`src/hdl/msp_map.vh`:
```
// constants of the modbus serial slave port: parameter numbers, codes, reset values
//
// Overview of operation
// - bit rate code 1..6 selects 2400..115200 baud
// - parity code: 0 even, 1 odd, 2 none
// - new rate or parity waits for reset
// - writing 123 to parameter 34 resets softly
// - node address 1..247, defaults to 1
// - node address change matches at once
// - protocol code 2 rtu, 3 ascii framing
// - protocol resets to 0, modbus then ignored
// - protocol change switches handling immediately
// - slave never transmits unrequested
// - frames from other slaves are not requests
// - own address request gets exactly one response
// - address 0 is broadcast, no response
// - broadcast writes are accepted and executed
// - errored request: send nothing, await next
`ifndef MSP_MAP_VH
`define MSP_MAP_VH

////////////////////////////////////////////////////////////////////////////////
// parameter numbers on the parameter port
`define MSP_PAR_BAUD      16'h000a
`define MSP_PAR_PROG      16'h0022
`define MSP_PAR_PROTO     16'h018b
`define MSP_PAR_PARITY    16'h055f
`define MSP_PAR_ADDR      16'h0560

// reset values and legal limits
`define MSP_BAUD_RST      16'h0004
`define MSP_PARITY_RST    16'h0000
`define MSP_PROTO_RST     16'h0000
`define MSP_ADDR_RST      16'h0001
`define MSP_PROG_RST      16'h0000
`define MSP_SOFT_RST_KEY  16'h007b
`define MSP_BAUD_MIN      16'h0001
`define MSP_BAUD_MAX      16'h0006
`define MSP_PARITY_MAX    16'h0002
`define MSP_PROTO_MAX     16'h0003
`define MSP_ADDR_MIN      16'h0001
`define MSP_ADDR_MAX      16'h00f7
`define MSP_ADDR_BCAST    8'h00

// codes
`define MSP_PROTO_RTU     16'h0002
`define MSP_PROTO_ASCII   16'h0003
`define MSP_PAR_EVEN      2'h0
`define MSP_PAR_ODD       2'h1
`define MSP_PAR_NONE      2'h2

// timing: clock rate and bit rates, in hertz
`define MSP_CLK_HZ        20000000
`define MSP_RATE_1        2400
`define MSP_RATE_2        4800
`define MSP_RATE_3        9600
`define MSP_RATE_4        19200
`define MSP_RATE_5        57600
`define MSP_RATE_6        115200
`define MSP_DIV(r)        ((`MSP_CLK_HZ + (r) / 2) / (r))
// silent bit times closing an rtu frame: 3.5 characters of 11 bits
`define MSP_GAP_BITS      6'h27

// ascii framing characters and fifo word layout
`define MSP_ASC_START     8'h3a
`define MSP_ASC_END       8'h0a
`define MSP_W_MARK        9
`define MSP_W_GOOD        8

`endif

```
`src/hdl/msp_fifo.v`:
```
// request fifo with registered read data between the framer and the application
`timescale 1ns/1ps
module msp_fifo #(
	parameter W     = 10,
	parameter DEPTH = 16,
	parameter AW    = 4
) (
	input  wire         clk_i,
	input  wire         rst_b_i,
	input  wire         clr_i,
	input  wire [W-1:0] in_data_i,
	input  wire         in_valid_i,
	output wire         in_ready_o,
	output reg  [W-1:0] out_data_o,
	output reg          out_valid_o,
	input  wire         out_ready_i
);
	reg [W-1:0] mem [0:DEPTH-1];
	reg [AW-1:0] wptr_reg;
	reg [AW-1:0] rptr_reg;
	reg [AW:0]   count_reg;
	wire         push;
	wire         pop;

	// full counts only the array; the output register holds one word more
	assign in_ready_o = (count_reg != DEPTH[AW:0]);
	assign push       = in_valid_i & in_ready_o;
	assign pop        = (count_reg != {(AW+1){1'b0}}) & (~out_valid_o | out_ready_i);

	// storage array, written without reset
	always @(posedge clk_i) begin
		if (push) begin
			mem[wptr_reg] <= in_data_i;
		end
	end

	// pointers, fill level and output stage
	always @(posedge clk_i) begin
		if (!rst_b_i || clr_i) begin
			wptr_reg    <= {AW{1'b0}};
			rptr_reg    <= {AW{1'b0}};
			count_reg   <= {(AW+1){1'b0}};
			out_valid_o <= 1'b0;
			out_data_o  <= {W{1'b0}};
		end else begin
			if (push) begin
				wptr_reg <= wptr_reg + 1'b1;
			end
			if (pop) begin
				rptr_reg    <= rptr_reg + 1'b1;
				out_data_o  <= mem[rptr_reg];
				out_valid_o <= 1'b1;
			end else if (out_ready_i) begin
				out_valid_o <= 1'b0;
			end
			count_reg <= count_reg + {{AW{1'b0}}, push} - {{AW{1'b0}}, pop};
		end
	end
endmodule

```
`src/hdl/msp_char.v`:
```
// serial character engine: receive and send one character, detect line silence
`timescale 1ns/1ps
`include "msp_map.vh"
module msp_char #(
	parameter DIV_W = 14
) (
	input  wire             clk_i,
	input  wire             rst_b_i,
	input  wire             clr_i,
	input  wire [DIV_W-1:0] div_i,
	input  wire [1:0]       par_mode_i,
	input  wire             seven_i,
	input  wire             rx_i,
	output reg  [7:0]       rx_data_o,
	output reg              rx_stb_o,
	output reg              rx_err_o,
	output reg              gap_o,
	input  wire [7:0]       tx_data_i,
	input  wire             tx_go_i,
	output reg              tx_busy_o,
	output reg              tx_o,
	output reg              tx_en_o
);
	localparam RX_IDLE = 3'h0, RX_START = 3'h1, RX_DATA = 3'h2, RX_PAR = 3'h3, RX_STOP = 3'h4;

	reg [2:0]       rx_st_reg;
	reg [DIV_W-1:0] rx_cnt_reg;
	reg [2:0]       rx_idx_reg;
	reg [7:0]       rx_sh_reg;
	reg             rx_acc_reg;
	reg             rx_bad_reg;
	reg [DIV_W-1:0] gap_cnt_reg;
	reg [5:0]       gap_bits_reg;
	reg [12:0]      tx_sh_reg;
	reg [3:0]       tx_n_reg;
	reg [DIV_W-1:0] tx_cnt_reg;
	wire            par_on;
	wire [2:0]      last_idx;
	wire [8:0]      tx_body;
	wire            tx_par;

	assign par_on   = (par_mode_i != `MSP_PAR_NONE);
	assign last_idx = seven_i ? 3'h6 : 3'h7;
	// even parity makes the ones count even, odd makes it odd
	assign tx_par   = (seven_i ? ^tx_data_i[6:0] : ^tx_data_i) ^ (par_mode_i == `MSP_PAR_ODD);
	// no parity is replaced by a second stop bit so the character length stays fixed
	assign tx_body  = seven_i ? (par_on ? {1'b1, tx_par, tx_data_i[6:0]} : {2'b11, tx_data_i[6:0]})
	                          : (par_on ? {tx_par, tx_data_i} : {1'b1, tx_data_i});

	// receiver: mid-bit sampling, parity and stop checks
	always @(posedge clk_i) begin
		if (!rst_b_i || clr_i) begin
			rx_st_reg  <= RX_IDLE;
			rx_cnt_reg <= {DIV_W{1'b0}};
			rx_idx_reg <= 3'h0;
			rx_sh_reg  <= 8'h00;
			rx_acc_reg <= 1'b0;
			rx_bad_reg <= 1'b0;
			rx_data_o  <= 8'h00;
			rx_stb_o   <= 1'b0;
			rx_err_o   <= 1'b0;
		end else begin
			rx_stb_o <= 1'b0;
			if (rx_st_reg != RX_IDLE) begin
				rx_cnt_reg <= rx_cnt_reg - 1'b1;
			end
			case (rx_st_reg)
			RX_IDLE: begin
				if (!rx_i) begin
					rx_cnt_reg <= div_i >> 1;
					rx_st_reg  <= RX_START;
				end
			end
			RX_START: begin
				if (rx_cnt_reg == {DIV_W{1'b0}}) begin
					rx_cnt_reg <= div_i - 1'b1;
					rx_idx_reg <= 3'h0;
					rx_acc_reg <= 1'b0;
					rx_bad_reg <= 1'b0;
					rx_st_reg  <= rx_i ? RX_IDLE : RX_DATA; // glitch shorter than half a bit
				end
			end
			RX_DATA: begin
				if (rx_cnt_reg == {DIV_W{1'b0}}) begin
					rx_cnt_reg <= div_i - 1'b1;
					rx_sh_reg  <= {rx_i, rx_sh_reg[7:1]};
					rx_acc_reg <= rx_acc_reg ^ rx_i;
					rx_idx_reg <= rx_idx_reg + 1'b1;
					if (rx_idx_reg == last_idx) begin
						rx_st_reg <= par_on ? RX_PAR : RX_STOP;
					end
				end
			end
			RX_PAR: begin
				if (rx_cnt_reg == {DIV_W{1'b0}}) begin
					rx_cnt_reg <= div_i - 1'b1;
					rx_bad_reg <= (rx_acc_reg ^ rx_i) != (par_mode_i == `MSP_PAR_ODD);
					rx_st_reg  <= RX_STOP;
				end
			end
			default: begin
				if (rx_cnt_reg == {DIV_W{1'b0}}) begin
					rx_data_o <= seven_i ? {1'b0, rx_sh_reg[7:1]} : rx_sh_reg;
					rx_err_o  <= rx_bad_reg | ~rx_i; // framing error on a low stop bit
					rx_stb_o  <= 1'b1;
					rx_st_reg <= RX_IDLE;
				end
			end
			endcase
		end
	end

	// silence detector: one pulse after the gap, then quiet until the next start bit
	always @(posedge clk_i) begin
		if (!rst_b_i || clr_i) begin
			gap_cnt_reg  <= {DIV_W{1'b0}};
			gap_bits_reg <= 6'h00;
			gap_o        <= 1'b0;
		end else begin
			gap_o <= 1'b0;
			if (rx_st_reg != RX_IDLE || !rx_i) begin
				gap_cnt_reg  <= {DIV_W{1'b0}};
				gap_bits_reg <= 6'h00;
			end else if (gap_bits_reg <= `MSP_GAP_BITS) begin
				if (gap_cnt_reg == div_i - 1'b1) begin
					gap_cnt_reg  <= {DIV_W{1'b0}};
					gap_bits_reg <= gap_bits_reg + 1'b1;
					gap_o        <= (gap_bits_reg == `MSP_GAP_BITS - 1'b1);
				end else begin
					gap_cnt_reg <= gap_cnt_reg + 1'b1;
				end
			end
		end
	end

	// transmitter: 13-bit shift register, line driver enabled for the whole character
	always @(posedge clk_i) begin
		if (!rst_b_i || clr_i) begin
			tx_sh_reg  <= 13'h1fff;
			tx_n_reg   <= 4'h0;
			tx_cnt_reg <= {DIV_W{1'b0}};
			tx_busy_o  <= 1'b0;
			tx_o       <= 1'b1;
			tx_en_o    <= 1'b0;
		end else if (!tx_busy_o) begin
			tx_o    <= 1'b1;
			tx_en_o <= 1'b0;
			if (tx_go_i) begin
				tx_sh_reg  <= {3'b111, tx_body, 1'b0};
				tx_n_reg   <= seven_i ? 4'ha : 4'hb;
				tx_cnt_reg <= {DIV_W{1'b0}};
				tx_busy_o  <= 1'b1;
			end
		end else if (tx_cnt_reg == {DIV_W{1'b0}}) begin
			if (tx_n_reg == 4'h0) begin
				tx_busy_o <= 1'b0;
				tx_en_o   <= 1'b0;
				tx_o      <= 1'b1;
			end else begin
				tx_o       <= tx_sh_reg[0];
				tx_en_o    <= 1'b1;
				tx_sh_reg  <= {1'b1, tx_sh_reg[12:1]};
				tx_n_reg   <= tx_n_reg - 1'b1;
				tx_cnt_reg <= div_i - 1'b1;
			end
		end else begin
			tx_cnt_reg <= tx_cnt_reg - 1'b1;
		end
	end
endmodule

```
`src/hdl/msp_port.v`:
```
// modbus serial slave port: parameters, request framing, address filter, reply gate
`timescale 1ns/1ps
`include "msp_map.vh"
module msp_port #(
	parameter DIV_W    = 14,
	parameter DIV_2400 = `MSP_DIV(`MSP_RATE_1),
	parameter DIV_4800 = `MSP_DIV(`MSP_RATE_2),
	parameter FIFO_D   = 16,
	parameter FIFO_AW  = 4
) (
	input  wire        clk_i,
	input  wire        rst_b_i,
	input  wire        rx_i,
	output wire        tx_o,
	output wire        tx_en_o,
	input  wire        par_we_i,
	input  wire [15:0] par_num_i,
	input  wire [15:0] par_wdata_i,
	output reg  [15:0] par_rdata_o,
	output reg         par_err_o,
	output wire [7:0]  req_data_o,
	output wire        req_end_o,
	output wire        req_good_o,
	output wire        req_valid_o,
	input  wire        req_ready_i,
	input  wire [7:0]  resp_data_i,
	input  wire        resp_last_i,
	input  wire        resp_valid_i,
	output reg         resp_ready_o,
	output reg         resp_pending_o,
	output reg         modbus_on_o
);
	localparam F_IDLE = 3'h0, F_ADDR = 3'h1, F_ALO = 3'h2, F_BODY = 3'h3, F_SKIP = 3'h4;
	localparam FW = 10;
	localparam DIV_9600  = `MSP_DIV(`MSP_RATE_3), DIV_19200  = `MSP_DIV(`MSP_RATE_4);
	localparam DIV_57600 = `MSP_DIV(`MSP_RATE_5), DIV_115200 = `MSP_DIV(`MSP_RATE_6);

	reg [15:0]      baud_reg;
	reg [15:0]      prog_reg;
	reg [15:0]      proto_reg;
	reg [15:0]      parity_reg;
	reg [15:0]      addr_reg;
	reg [DIV_W-1:0] act_div_reg;
	reg [1:0]       act_par_reg;
	reg             soft_rst_reg;
	reg [2:0]       fst_reg;
	reg [3:0]       asc_hi_reg;
	reg [7:0]       hi_chr_reg;
	reg             lo_pend_reg;
	reg [7:0]       lo_chr_reg;
	reg             bcast_reg;
	reg             ferr_reg;
	reg             tx_go_reg;
	reg [7:0]       tx_byte_reg;
	reg             push;
	reg [FW-1:0]    push_word;
	reg [15:0]      rd_next;
	reg             rd_err_next;
	wire            is_modbus;
	wire            is_rtu;
	wire [7:0]      rx_data;
	wire            rx_stb;
	wire            rx_err;
	wire            gap;
	wire            tx_busy;
	wire            fifo_ready;
	wire [FW-1:0]   fifo_out;
	wire            take;
	wire [4:0]      hex_lo;
	wire [7:0]      asc_addr;

	// bit period in clock cycles for a rate code; faster rates fit below the parameter
	function [DIV_W-1:0] rate_div;
		input [15:0] code;
		begin
			if (code == 16'h0001)
				rate_div = DIV_2400[DIV_W-1:0];
			else if (code == 16'h0002)
				rate_div = DIV_4800[DIV_W-1:0];
			else if (code == 16'h0003)
				rate_div = DIV_9600[DIV_W-1:0];
			else if (code == 16'h0005)
				rate_div = DIV_57600[DIV_W-1:0];
			else if (code == 16'h0006)
				rate_div = DIV_115200[DIV_W-1:0];
			else
				rate_div = DIV_19200[DIV_W-1:0];
		end
	endfunction

	// ascii hex digit to {valid, nibble}
	function [4:0] hex_val;
		input [7:0] c;
		begin
			if (c >= 8'h30 && c <= 8'h39)
				hex_val = {1'b1, c[3:0]};
			else if (c >= 8'h41 && c <= 8'h46)
				hex_val = {1'b1, c[3:0] + 4'h9};
			else if (c >= 8'h61 && c <= 8'h66)
				hex_val = {1'b1, c[3:0] + 4'h9};
			else
				hex_val = 5'h00;
		end
	endfunction

	assign is_modbus = (proto_reg == `MSP_PROTO_RTU) || (proto_reg == `MSP_PROTO_ASCII);
	assign is_rtu    = (proto_reg == `MSP_PROTO_RTU);
	assign hex_lo    = hex_val(rx_data);
	assign asc_addr  = {asc_hi_reg, hex_lo[3:0]};
	assign req_data_o = fifo_out[7:0];
	assign req_end_o  = fifo_out[`MSP_W_MARK];
	assign req_good_o = fifo_out[`MSP_W_GOOD];
	assign take       = resp_valid_i & resp_ready_o;

	////////////////////////////////////////////////////////////////////////////////
	// parameter store; writes outside the legal range are refused without raising par_err_o
	always @(posedge clk_i) begin
		if (!rst_b_i) begin
			baud_reg     <= `MSP_BAUD_RST;
			prog_reg     <= `MSP_PROG_RST;
			proto_reg    <= `MSP_PROTO_RST;
			parity_reg   <= `MSP_PARITY_RST;
			addr_reg     <= `MSP_ADDR_RST;
			soft_rst_reg <= 1'b0;
		end else begin
			soft_rst_reg <= 1'b0;
			if (par_we_i) begin
				if (par_num_i == `MSP_PAR_BAUD) begin
					if (par_wdata_i >= `MSP_BAUD_MIN && par_wdata_i <= `MSP_BAUD_MAX)
						baud_reg <= par_wdata_i;
				end else if (par_num_i == `MSP_PAR_PROG) begin
					prog_reg     <= par_wdata_i;
					soft_rst_reg <= (par_wdata_i == `MSP_SOFT_RST_KEY);
				end else if (par_num_i == `MSP_PAR_PROTO) begin
					if (par_wdata_i <= `MSP_PROTO_MAX)
						proto_reg <= par_wdata_i;
				end else if (par_num_i == `MSP_PAR_PARITY) begin
					if (par_wdata_i <= `MSP_PARITY_MAX)
						parity_reg <= par_wdata_i;
				end else if (par_num_i == `MSP_PAR_ADDR) begin
					if (par_wdata_i >= `MSP_ADDR_MIN && par_wdata_i <= `MSP_ADDR_MAX)
						addr_reg <= par_wdata_i;
				end
			end
		end
	end

	// read-back decode, registered so the read port comes straight from flops
	always @* begin
		rd_err_next = 1'b0;
		rd_next     = 16'h0000;
		if (par_num_i == `MSP_PAR_BAUD)
			rd_next = baud_reg;
		else if (par_num_i == `MSP_PAR_PROG)
			rd_next = prog_reg;
		else if (par_num_i == `MSP_PAR_PROTO)
			rd_next = proto_reg;
		else if (par_num_i == `MSP_PAR_PARITY)
			rd_next = parity_reg;
		else if (par_num_i == `MSP_PAR_ADDR)
			rd_next = addr_reg;
		else
			rd_err_next = 1'b1;
	end

	// the running bit rate and parity only change at reset, never on the write itself
	always @(posedge clk_i) begin
		if (!rst_b_i) begin
			act_div_reg <= rate_div(`MSP_BAUD_RST);
			act_par_reg <= `MSP_PAR_EVEN; // reset line format is even parity
			par_rdata_o <= 16'h0000;
			par_err_o   <= 1'b0;
			modbus_on_o <= 1'b0;
		end else begin
			if (soft_rst_reg) begin
				act_div_reg <= rate_div(baud_reg);
				act_par_reg <= parity_reg[1:0];
			end
			par_rdata_o <= rd_next;
			par_err_o   <= par_we_i ? 1'b0 : rd_err_next;
			modbus_on_o <= is_modbus;
		end
	end

	////////////////////////////////////////////////////////////////////////////////
	// character engine; rtu uses 8 data bits, ascii 7
	msp_char #(
		.DIV_W      (DIV_W)
	) u_char (
		.clk_i      (clk_i),
		.rst_b_i    (rst_b_i),
		.clr_i      (soft_rst_reg),
		.div_i      (act_div_reg),
		.par_mode_i (act_par_reg),
		.seven_i    (~is_rtu),
		.rx_i       (rx_i),
		.rx_data_o  (rx_data),
		.rx_stb_o   (rx_stb),
		.rx_err_o   (rx_err),
		.gap_o      (gap),
		.tx_data_i  (tx_byte_reg),
		.tx_go_i    (tx_go_reg),
		.tx_busy_o  (tx_busy),
		.tx_o       (tx_o),
		.tx_en_o    (tx_en_o)
	);

	// request fifo; a full fifo spoils the frame since the serial line cannot stall
	msp_fifo #(
		.W           (FW),
		.DEPTH       (FIFO_D),
		.AW          (FIFO_AW)
	) u_fifo (
		.clk_i       (clk_i),
		.rst_b_i     (rst_b_i),
		.clr_i       (soft_rst_reg),
		.in_data_i   (push_word),
		.in_valid_i  (push),
		.in_ready_o  (fifo_ready),
		.out_data_o  (fifo_out),
		.out_valid_o (req_valid_o),
		.out_ready_i (req_ready_i)
	);

	////////////////////////////////////////////////////////////////////////////////
	// what the framer writes into the fifo this cycle
	always @* begin
		push      = 1'b0;
		push_word = {FW{1'b0}};
		if (lo_pend_reg) begin
			push      = 1'b1;
			push_word = {2'b00, lo_chr_reg};
		end else if (is_modbus && fst_reg == F_BODY) begin
			if (is_rtu && gap) begin
				push      = 1'b1;
				push_word = {1'b1, ~ferr_reg, 7'h00, bcast_reg};
			end else if (!is_rtu && rx_stb && rx_data == `MSP_ASC_START) begin
				push      = 1'b1;
				push_word = {2'b10, 7'h00, bcast_reg}; // frame cut short, reported bad
			end else if (!is_rtu && rx_stb && rx_data == `MSP_ASC_END) begin
				push      = 1'b1;
				push_word = {1'b1, ~(ferr_reg | rx_err), 7'h00, bcast_reg};
			end else if (rx_stb) begin
				push      = 1'b1;
				push_word = {2'b00, rx_data};
			end
		end else if (is_modbus && fst_reg == F_IDLE && is_rtu && rx_stb && !rx_err) begin
			if (rx_data == addr_reg[7:0] || rx_data == `MSP_ADDR_BCAST) begin
				push      = 1'b1;
				push_word = {2'b00, rx_data};
			end
		end else if (is_modbus && fst_reg == F_ALO && rx_stb && hex_lo[4] && !rx_err) begin
			if (asc_addr == addr_reg[7:0] || asc_addr == `MSP_ADDR_BCAST) begin
				push      = 1'b1;
				push_word = {2'b00, hi_chr_reg};
			end
		end
	end

	// frame state: address filter and frame bounds for rtu and ascii
	always @(posedge clk_i) begin
		if (!rst_b_i || soft_rst_reg) begin
			fst_reg     <= F_SKIP; // resync on the first gap or start character
			asc_hi_reg  <= 4'h0;
			hi_chr_reg  <= 8'h00;
			lo_pend_reg <= 1'b0;
			lo_chr_reg  <= 8'h00;
			bcast_reg   <= 1'b0;
			ferr_reg    <= 1'b0;
		end else if (!is_modbus) begin
			fst_reg     <= F_SKIP;
			lo_pend_reg <= 1'b0;
		end else begin
			lo_pend_reg <= 1'b0;
			case (fst_reg)
			F_IDLE: begin
				if (!is_rtu) begin
					fst_reg <= F_SKIP;
				end else if (rx_stb) begin
					ferr_reg  <= 1'b0;
					bcast_reg <= (rx_data == `MSP_ADDR_BCAST);
					if (rx_err)
						fst_reg <= F_SKIP;
					else if (rx_data == addr_reg[7:0] || rx_data == `MSP_ADDR_BCAST)
						fst_reg <= F_BODY;
					else
						fst_reg <= F_SKIP;
				end
			end
			F_ADDR: begin
				if (rx_stb) begin
					hi_chr_reg <= rx_data;
					asc_hi_reg <= hex_lo[3:0];
					fst_reg    <= (hex_lo[4] && !rx_err) ? F_ALO : F_SKIP;
				end
			end
			F_ALO: begin
				if (rx_stb) begin
					ferr_reg   <= 1'b0;
					bcast_reg  <= (asc_addr == `MSP_ADDR_BCAST);
					lo_chr_reg <= rx_data;
					if (push) begin
						lo_pend_reg <= 1'b1;
						fst_reg     <= F_BODY;
					end else begin
						fst_reg <= F_SKIP;
					end
				end
			end
			F_BODY: begin
				if (rx_stb && rx_err)
					ferr_reg <= 1'b1;
				if (is_rtu && gap)
					fst_reg <= F_IDLE;
				else if (!is_rtu && rx_stb && rx_data == `MSP_ASC_START)
					fst_reg <= F_ADDR;
				else if (!is_rtu && rx_stb && rx_data == `MSP_ASC_END)
					fst_reg <= F_SKIP;
			end
			default: begin
				if (is_rtu && gap)
					fst_reg <= F_IDLE;
				else if (!is_rtu && rx_stb && rx_data == `MSP_ASC_START)
					fst_reg <= F_ADDR;
			end
			endcase
			// after the case so an overflow on the address byte beats its clear
			if (push && !fifo_ready)
				ferr_reg <= 1'b1; // overflow counts as a communication error
		end
	end

	////////////////////////////////////////////////////////////////////////////////
	// reply gate: one response per good unicast request; otherwise replies are sunk
	always @(posedge clk_i) begin
		if (!rst_b_i || soft_rst_reg) begin
			resp_pending_o <= 1'b0;
			resp_ready_o   <= 1'b0;
			tx_go_reg      <= 1'b0;
			tx_byte_reg    <= 8'h00;
		end else begin
			tx_go_reg <= 1'b0;
			if (push && push_word[`MSP_W_MARK] && push_word[`MSP_W_GOOD] && fifo_ready
			    && !bcast_reg) begin
				resp_pending_o <= 1'b1;
			end else if (take && resp_pending_o && resp_last_i) begin
				resp_pending_o <= 1'b0;
			end
			if (take && resp_pending_o) begin
				tx_go_reg   <= 1'b1;
				tx_byte_reg <= resp_data_i;
			end
			// one byte at a time while a reply is owed; the master waits
			resp_ready_o <= ~resp_pending_o | (~take & ~tx_go_reg & ~tx_busy & ~resp_ready_o);
		end
	end
endmodule

```
`config.mk`:
```
export PLATFORM = sky130hd
export DESIGN_NAME = msp_port
export DESIGN_NICKNAME = d
export VERILOG_FILES = /design/src/hdl/msp_fifo.v /design/src/hdl/msp_char.v /design/src/hdl/msp_port.v
export VERILOG_INCLUDE_DIRS = /design/src /design/src/hdl
export SDC_FILE = /design/constraint.sdc
export NUM_CORES = 1
export LEC_CHECK = 0
export BUFFER_PORTS_ARGS = -buffer_cell sky130_fd_sc_hd__buf_2
export CORE_ASPECT_RATIO = 1.2
export CORE_MARGIN = 4
export CORE_UTILIZATION = 50
export DETAILED_ROUTE_END_ITERATION = 7
export HOLD_SLACK_MARGIN = 0.05
export PLACE_DENSITY = 0.64
export SLEW_MARGIN = 20
export SYNTH_ARGS = -nofsm -noshare
export SYNTH_HDL_FRONTEND = slang
export SYNTH_SLANG_ARGS = --single-unit
```
`constraint.sdc`:
```
create_clock -name clk_i -period 4.41 [get_ports clk_i]
set_input_delay 0.441 -clock clk_i [delete_from_list [all_inputs] [get_ports clk_i]]
set_output_delay 0.441 -clock clk_i [all_outputs]
set_load 0.01 [all_outputs]
```
==> reports/results.ini <==
[logic_synthesis]
yosysTopAreaCell=dfxtp_1
synth_seq_cells=427
synth-edff-count=160
synth.yosys.warnings=0
netlist_area_um2=19200
synth_cell_types=82
synth-main-ff-cell=dfxtp_1
async_flop_share_pct=0
syn_avg_cell_area_um2=10.65
syn-instance-count=1803
ys_seq_area_share_pct=52.86
synthesis.nets=1875
synth.top_cell.area_share_pct=27.84
synth_area_leaders=dfxtp_1, edfxtp_1, mux4_2

[drt]
wl_per_cell_um=18.99
vias=13720
finalWirelength_um=44860
drt_iter0_markers=1100
dr.pass1.iters=8
drc=1
vias_per_cell=5.808
ant_nets=0

[clock_network]
cts_tree=built
clk_path_buf_depth=3
clkTransAtPathRegs_ps=60
postCtsResizedCells=0
clock_latency_ps=550
cts-hold-fix-buffers=0
cts_buffers=43
clock_sinks=427
cts_setup_buffers=0
htreeDepth=2
cts_root_buf=clkbuf_16

[sta]
setup_viol=0
skew_ps=16.34
tightest_slew_ps=1074
fin_crit_sh_pct=90.39
hold_violations=0
setup_tns_ps=0
max_clock_freq_mhz=250.9
rsz0062_at_grt=false
slew_headroom_pct=28.41
period_minus_slack_ps=3986
drv_slew=0

[pwr]
power_density_nw_per_um2=426.7
leakagePower_nw=7.379
peakVddDrop_v=0.0003416

[global_route]
overflow=0
grtUsageTotal_pct=21.05
grt_max_degree=61
grt_antenna_before_repair=1
grt_pass1_wl_um=71750
first_global_vias=13220

[floorplan]
rows=78
core_area_um2=37870
die_h_um=222.7
start_util_pct=50.71
die_area_um2=41620
io_pins=80
die_x_um=186.9

[placement]
io_buffers=79
place_congestion=0.8748
dp.cells=2285
hpwl_um=31610

[setup_path]
crit_path_start_kind=register
cpPeakStageDelay_ps=650
crit_chain=inv_1, ha_1, o21bai_1, a21oi_4, or3_1, a31oi_1, a2111oi_0, a2111oi_2, nor2_2, ha_1, inv_1, fa_1, inv_1, a21oi_1, nor2_1, or3_1, a21oi_1
critPathSlowestCell=a2111oi_2
cp.required_ps=4880
critPathTopFamily=compound AO/OA/AOI/OAI gates
worstSetupPathType=register to register
crit_fanout=8
cp_common_cell=inv_1
worstPathArrival_ps=4460
end_kind=register
crit_buf_inv=3

[hold_path]
hold_path.class=primary input to register

[cells_and_area]
layout_commonest_cell=dfxtp_1
fin_nets=1922
largest_register_ff_count=160
fillCellCount=3268
final_cell_mix=dfxtp_1, nand2_1, edfxtp_1
n_antenna_cell=0
drive_above_1_share_pct=13.76
final_cells=2362
area.growth.synth_to_final_pct=11.34
regMostFlops=u_fifo.mem

[status]
status=finished, violations left
violations=design-rule violations

[flow_run]
drv_cap=0

## layout make-up
class	instances	area, µm²	share of cell area [%]
Sequential cell	427	10150	47.48
Multi-Input combinational cell	1233	8513	39.82
Clock buffer	61	1226	5.735
Timing Repair Buffer	112	655.6	3.066
Tap cell	480	600.6	2.809
Inverter	33	123.9	0.5794
Clock inverter	16	108.9	0.5091
## worst min-delay path, delay by kind of cell
family | cells | cell delay (ps)
AO/OA/AOI/OAI | 1 | 50
buffers and inverters | 1 | 90
AND/OR/NAND/NOR | 1 | 40
## worst paths after layout
path              depth (start not counted)                             end  slack [ps]                        startpoint
hold / removal                            3     tx_byte_reg[0]$_SDFFE_PP0P_         130                    resp_data_i[0]
setup reg to reg                         17  u_fifo.count_reg[4]$_SDFF_PP0_         420  u_char.rx_data_o[0]$_SDFFE_PP0P_
hold reg to reg                           2      lo_chr_reg[2]$_SDFFE_PP0P_         450        lo_chr_reg[2]$_SDFFE_PP0P_
setup / recovery                         17  u_fifo.count_reg[4]$_SDFF_PP0_         420  u_char.rx_data_o[0]$_SDFFE_PP0P_
## where the power goes
group          leakage (nW)  total [mW]  internal (mW)  switching, mW
Clock                 0.662        3.47           1.99           1.48
Sequential             3.26        4.41           4.18          0.234
Combinational          3.46        1.24          0.562          0.680
## synth_stat cells, types with 10 or more instances
cell type,n
a211oi_1,11
a21boi_0,41
a21oi_1,87
a222oi_1,17
a22oi_1,31
a311oi_1,10
and2_1,25
and3_1,64
clkbuf_1,91
dfxtp_1,267
edfxtp_1,160
ha_1,24
inv_1,33
mux2i_1,48
mux4_2,50
nand2_1,208
nand2b_1,18
nand3_1,41
nand4_1,19
nor2_1,155
nor2b_1,33
nor3_1,31
nor4_1,25
o21ai_0,60
or3_1,11
xnor2_1,35
xor2_1,44
## per-stage QoR
step	util, %	hold slack, ps	total power [mW]	setup slack (ps)	instance area (µm²)
after floorplan	-	428.4	5.396	382.7	19200
after CTS	56.46	103.8	9.224	405.9	21380
after detailed placement	52.94	444.4	5.745	454.7	20050
final	56.46	129.8	9.123	423.7	21380
after global routing	56.46	111.5	9.542	51.53	21380
after global placement	52.94	440.7	5.727	527.2	20050
## metal layers
| layer | vias up | share of wire [%] | track usage [%] |
|---|---|---|---|
| li1 | 6670 | - | - |
| met1 | 6614 | 41 | 26.24 |
| met2 | 343 | 51 | 37.54 |
| met3 | 89 | 4.0 | 2.766 |
| met4 | 2 | 3.6 | 7.659 |
| met5 | - | 0.016 | 0 |
## kinds of logic (layout without fill, tap and decap cells)
kind of cell	count (synthesis)	after routing	share of synthesized area (%)
muxes	101	101	8.542
AOI/OAI and AO/OA	330	330	11.60
DFF	427	427	52.86
buffers and inverters	143	222	2.939
adders and majority gates	25	25	1.668
and+or+nand+nor	693	693	18.19
xor gates and xnor gates	84	84	4.203
Power figures use the tool's default switching activity.
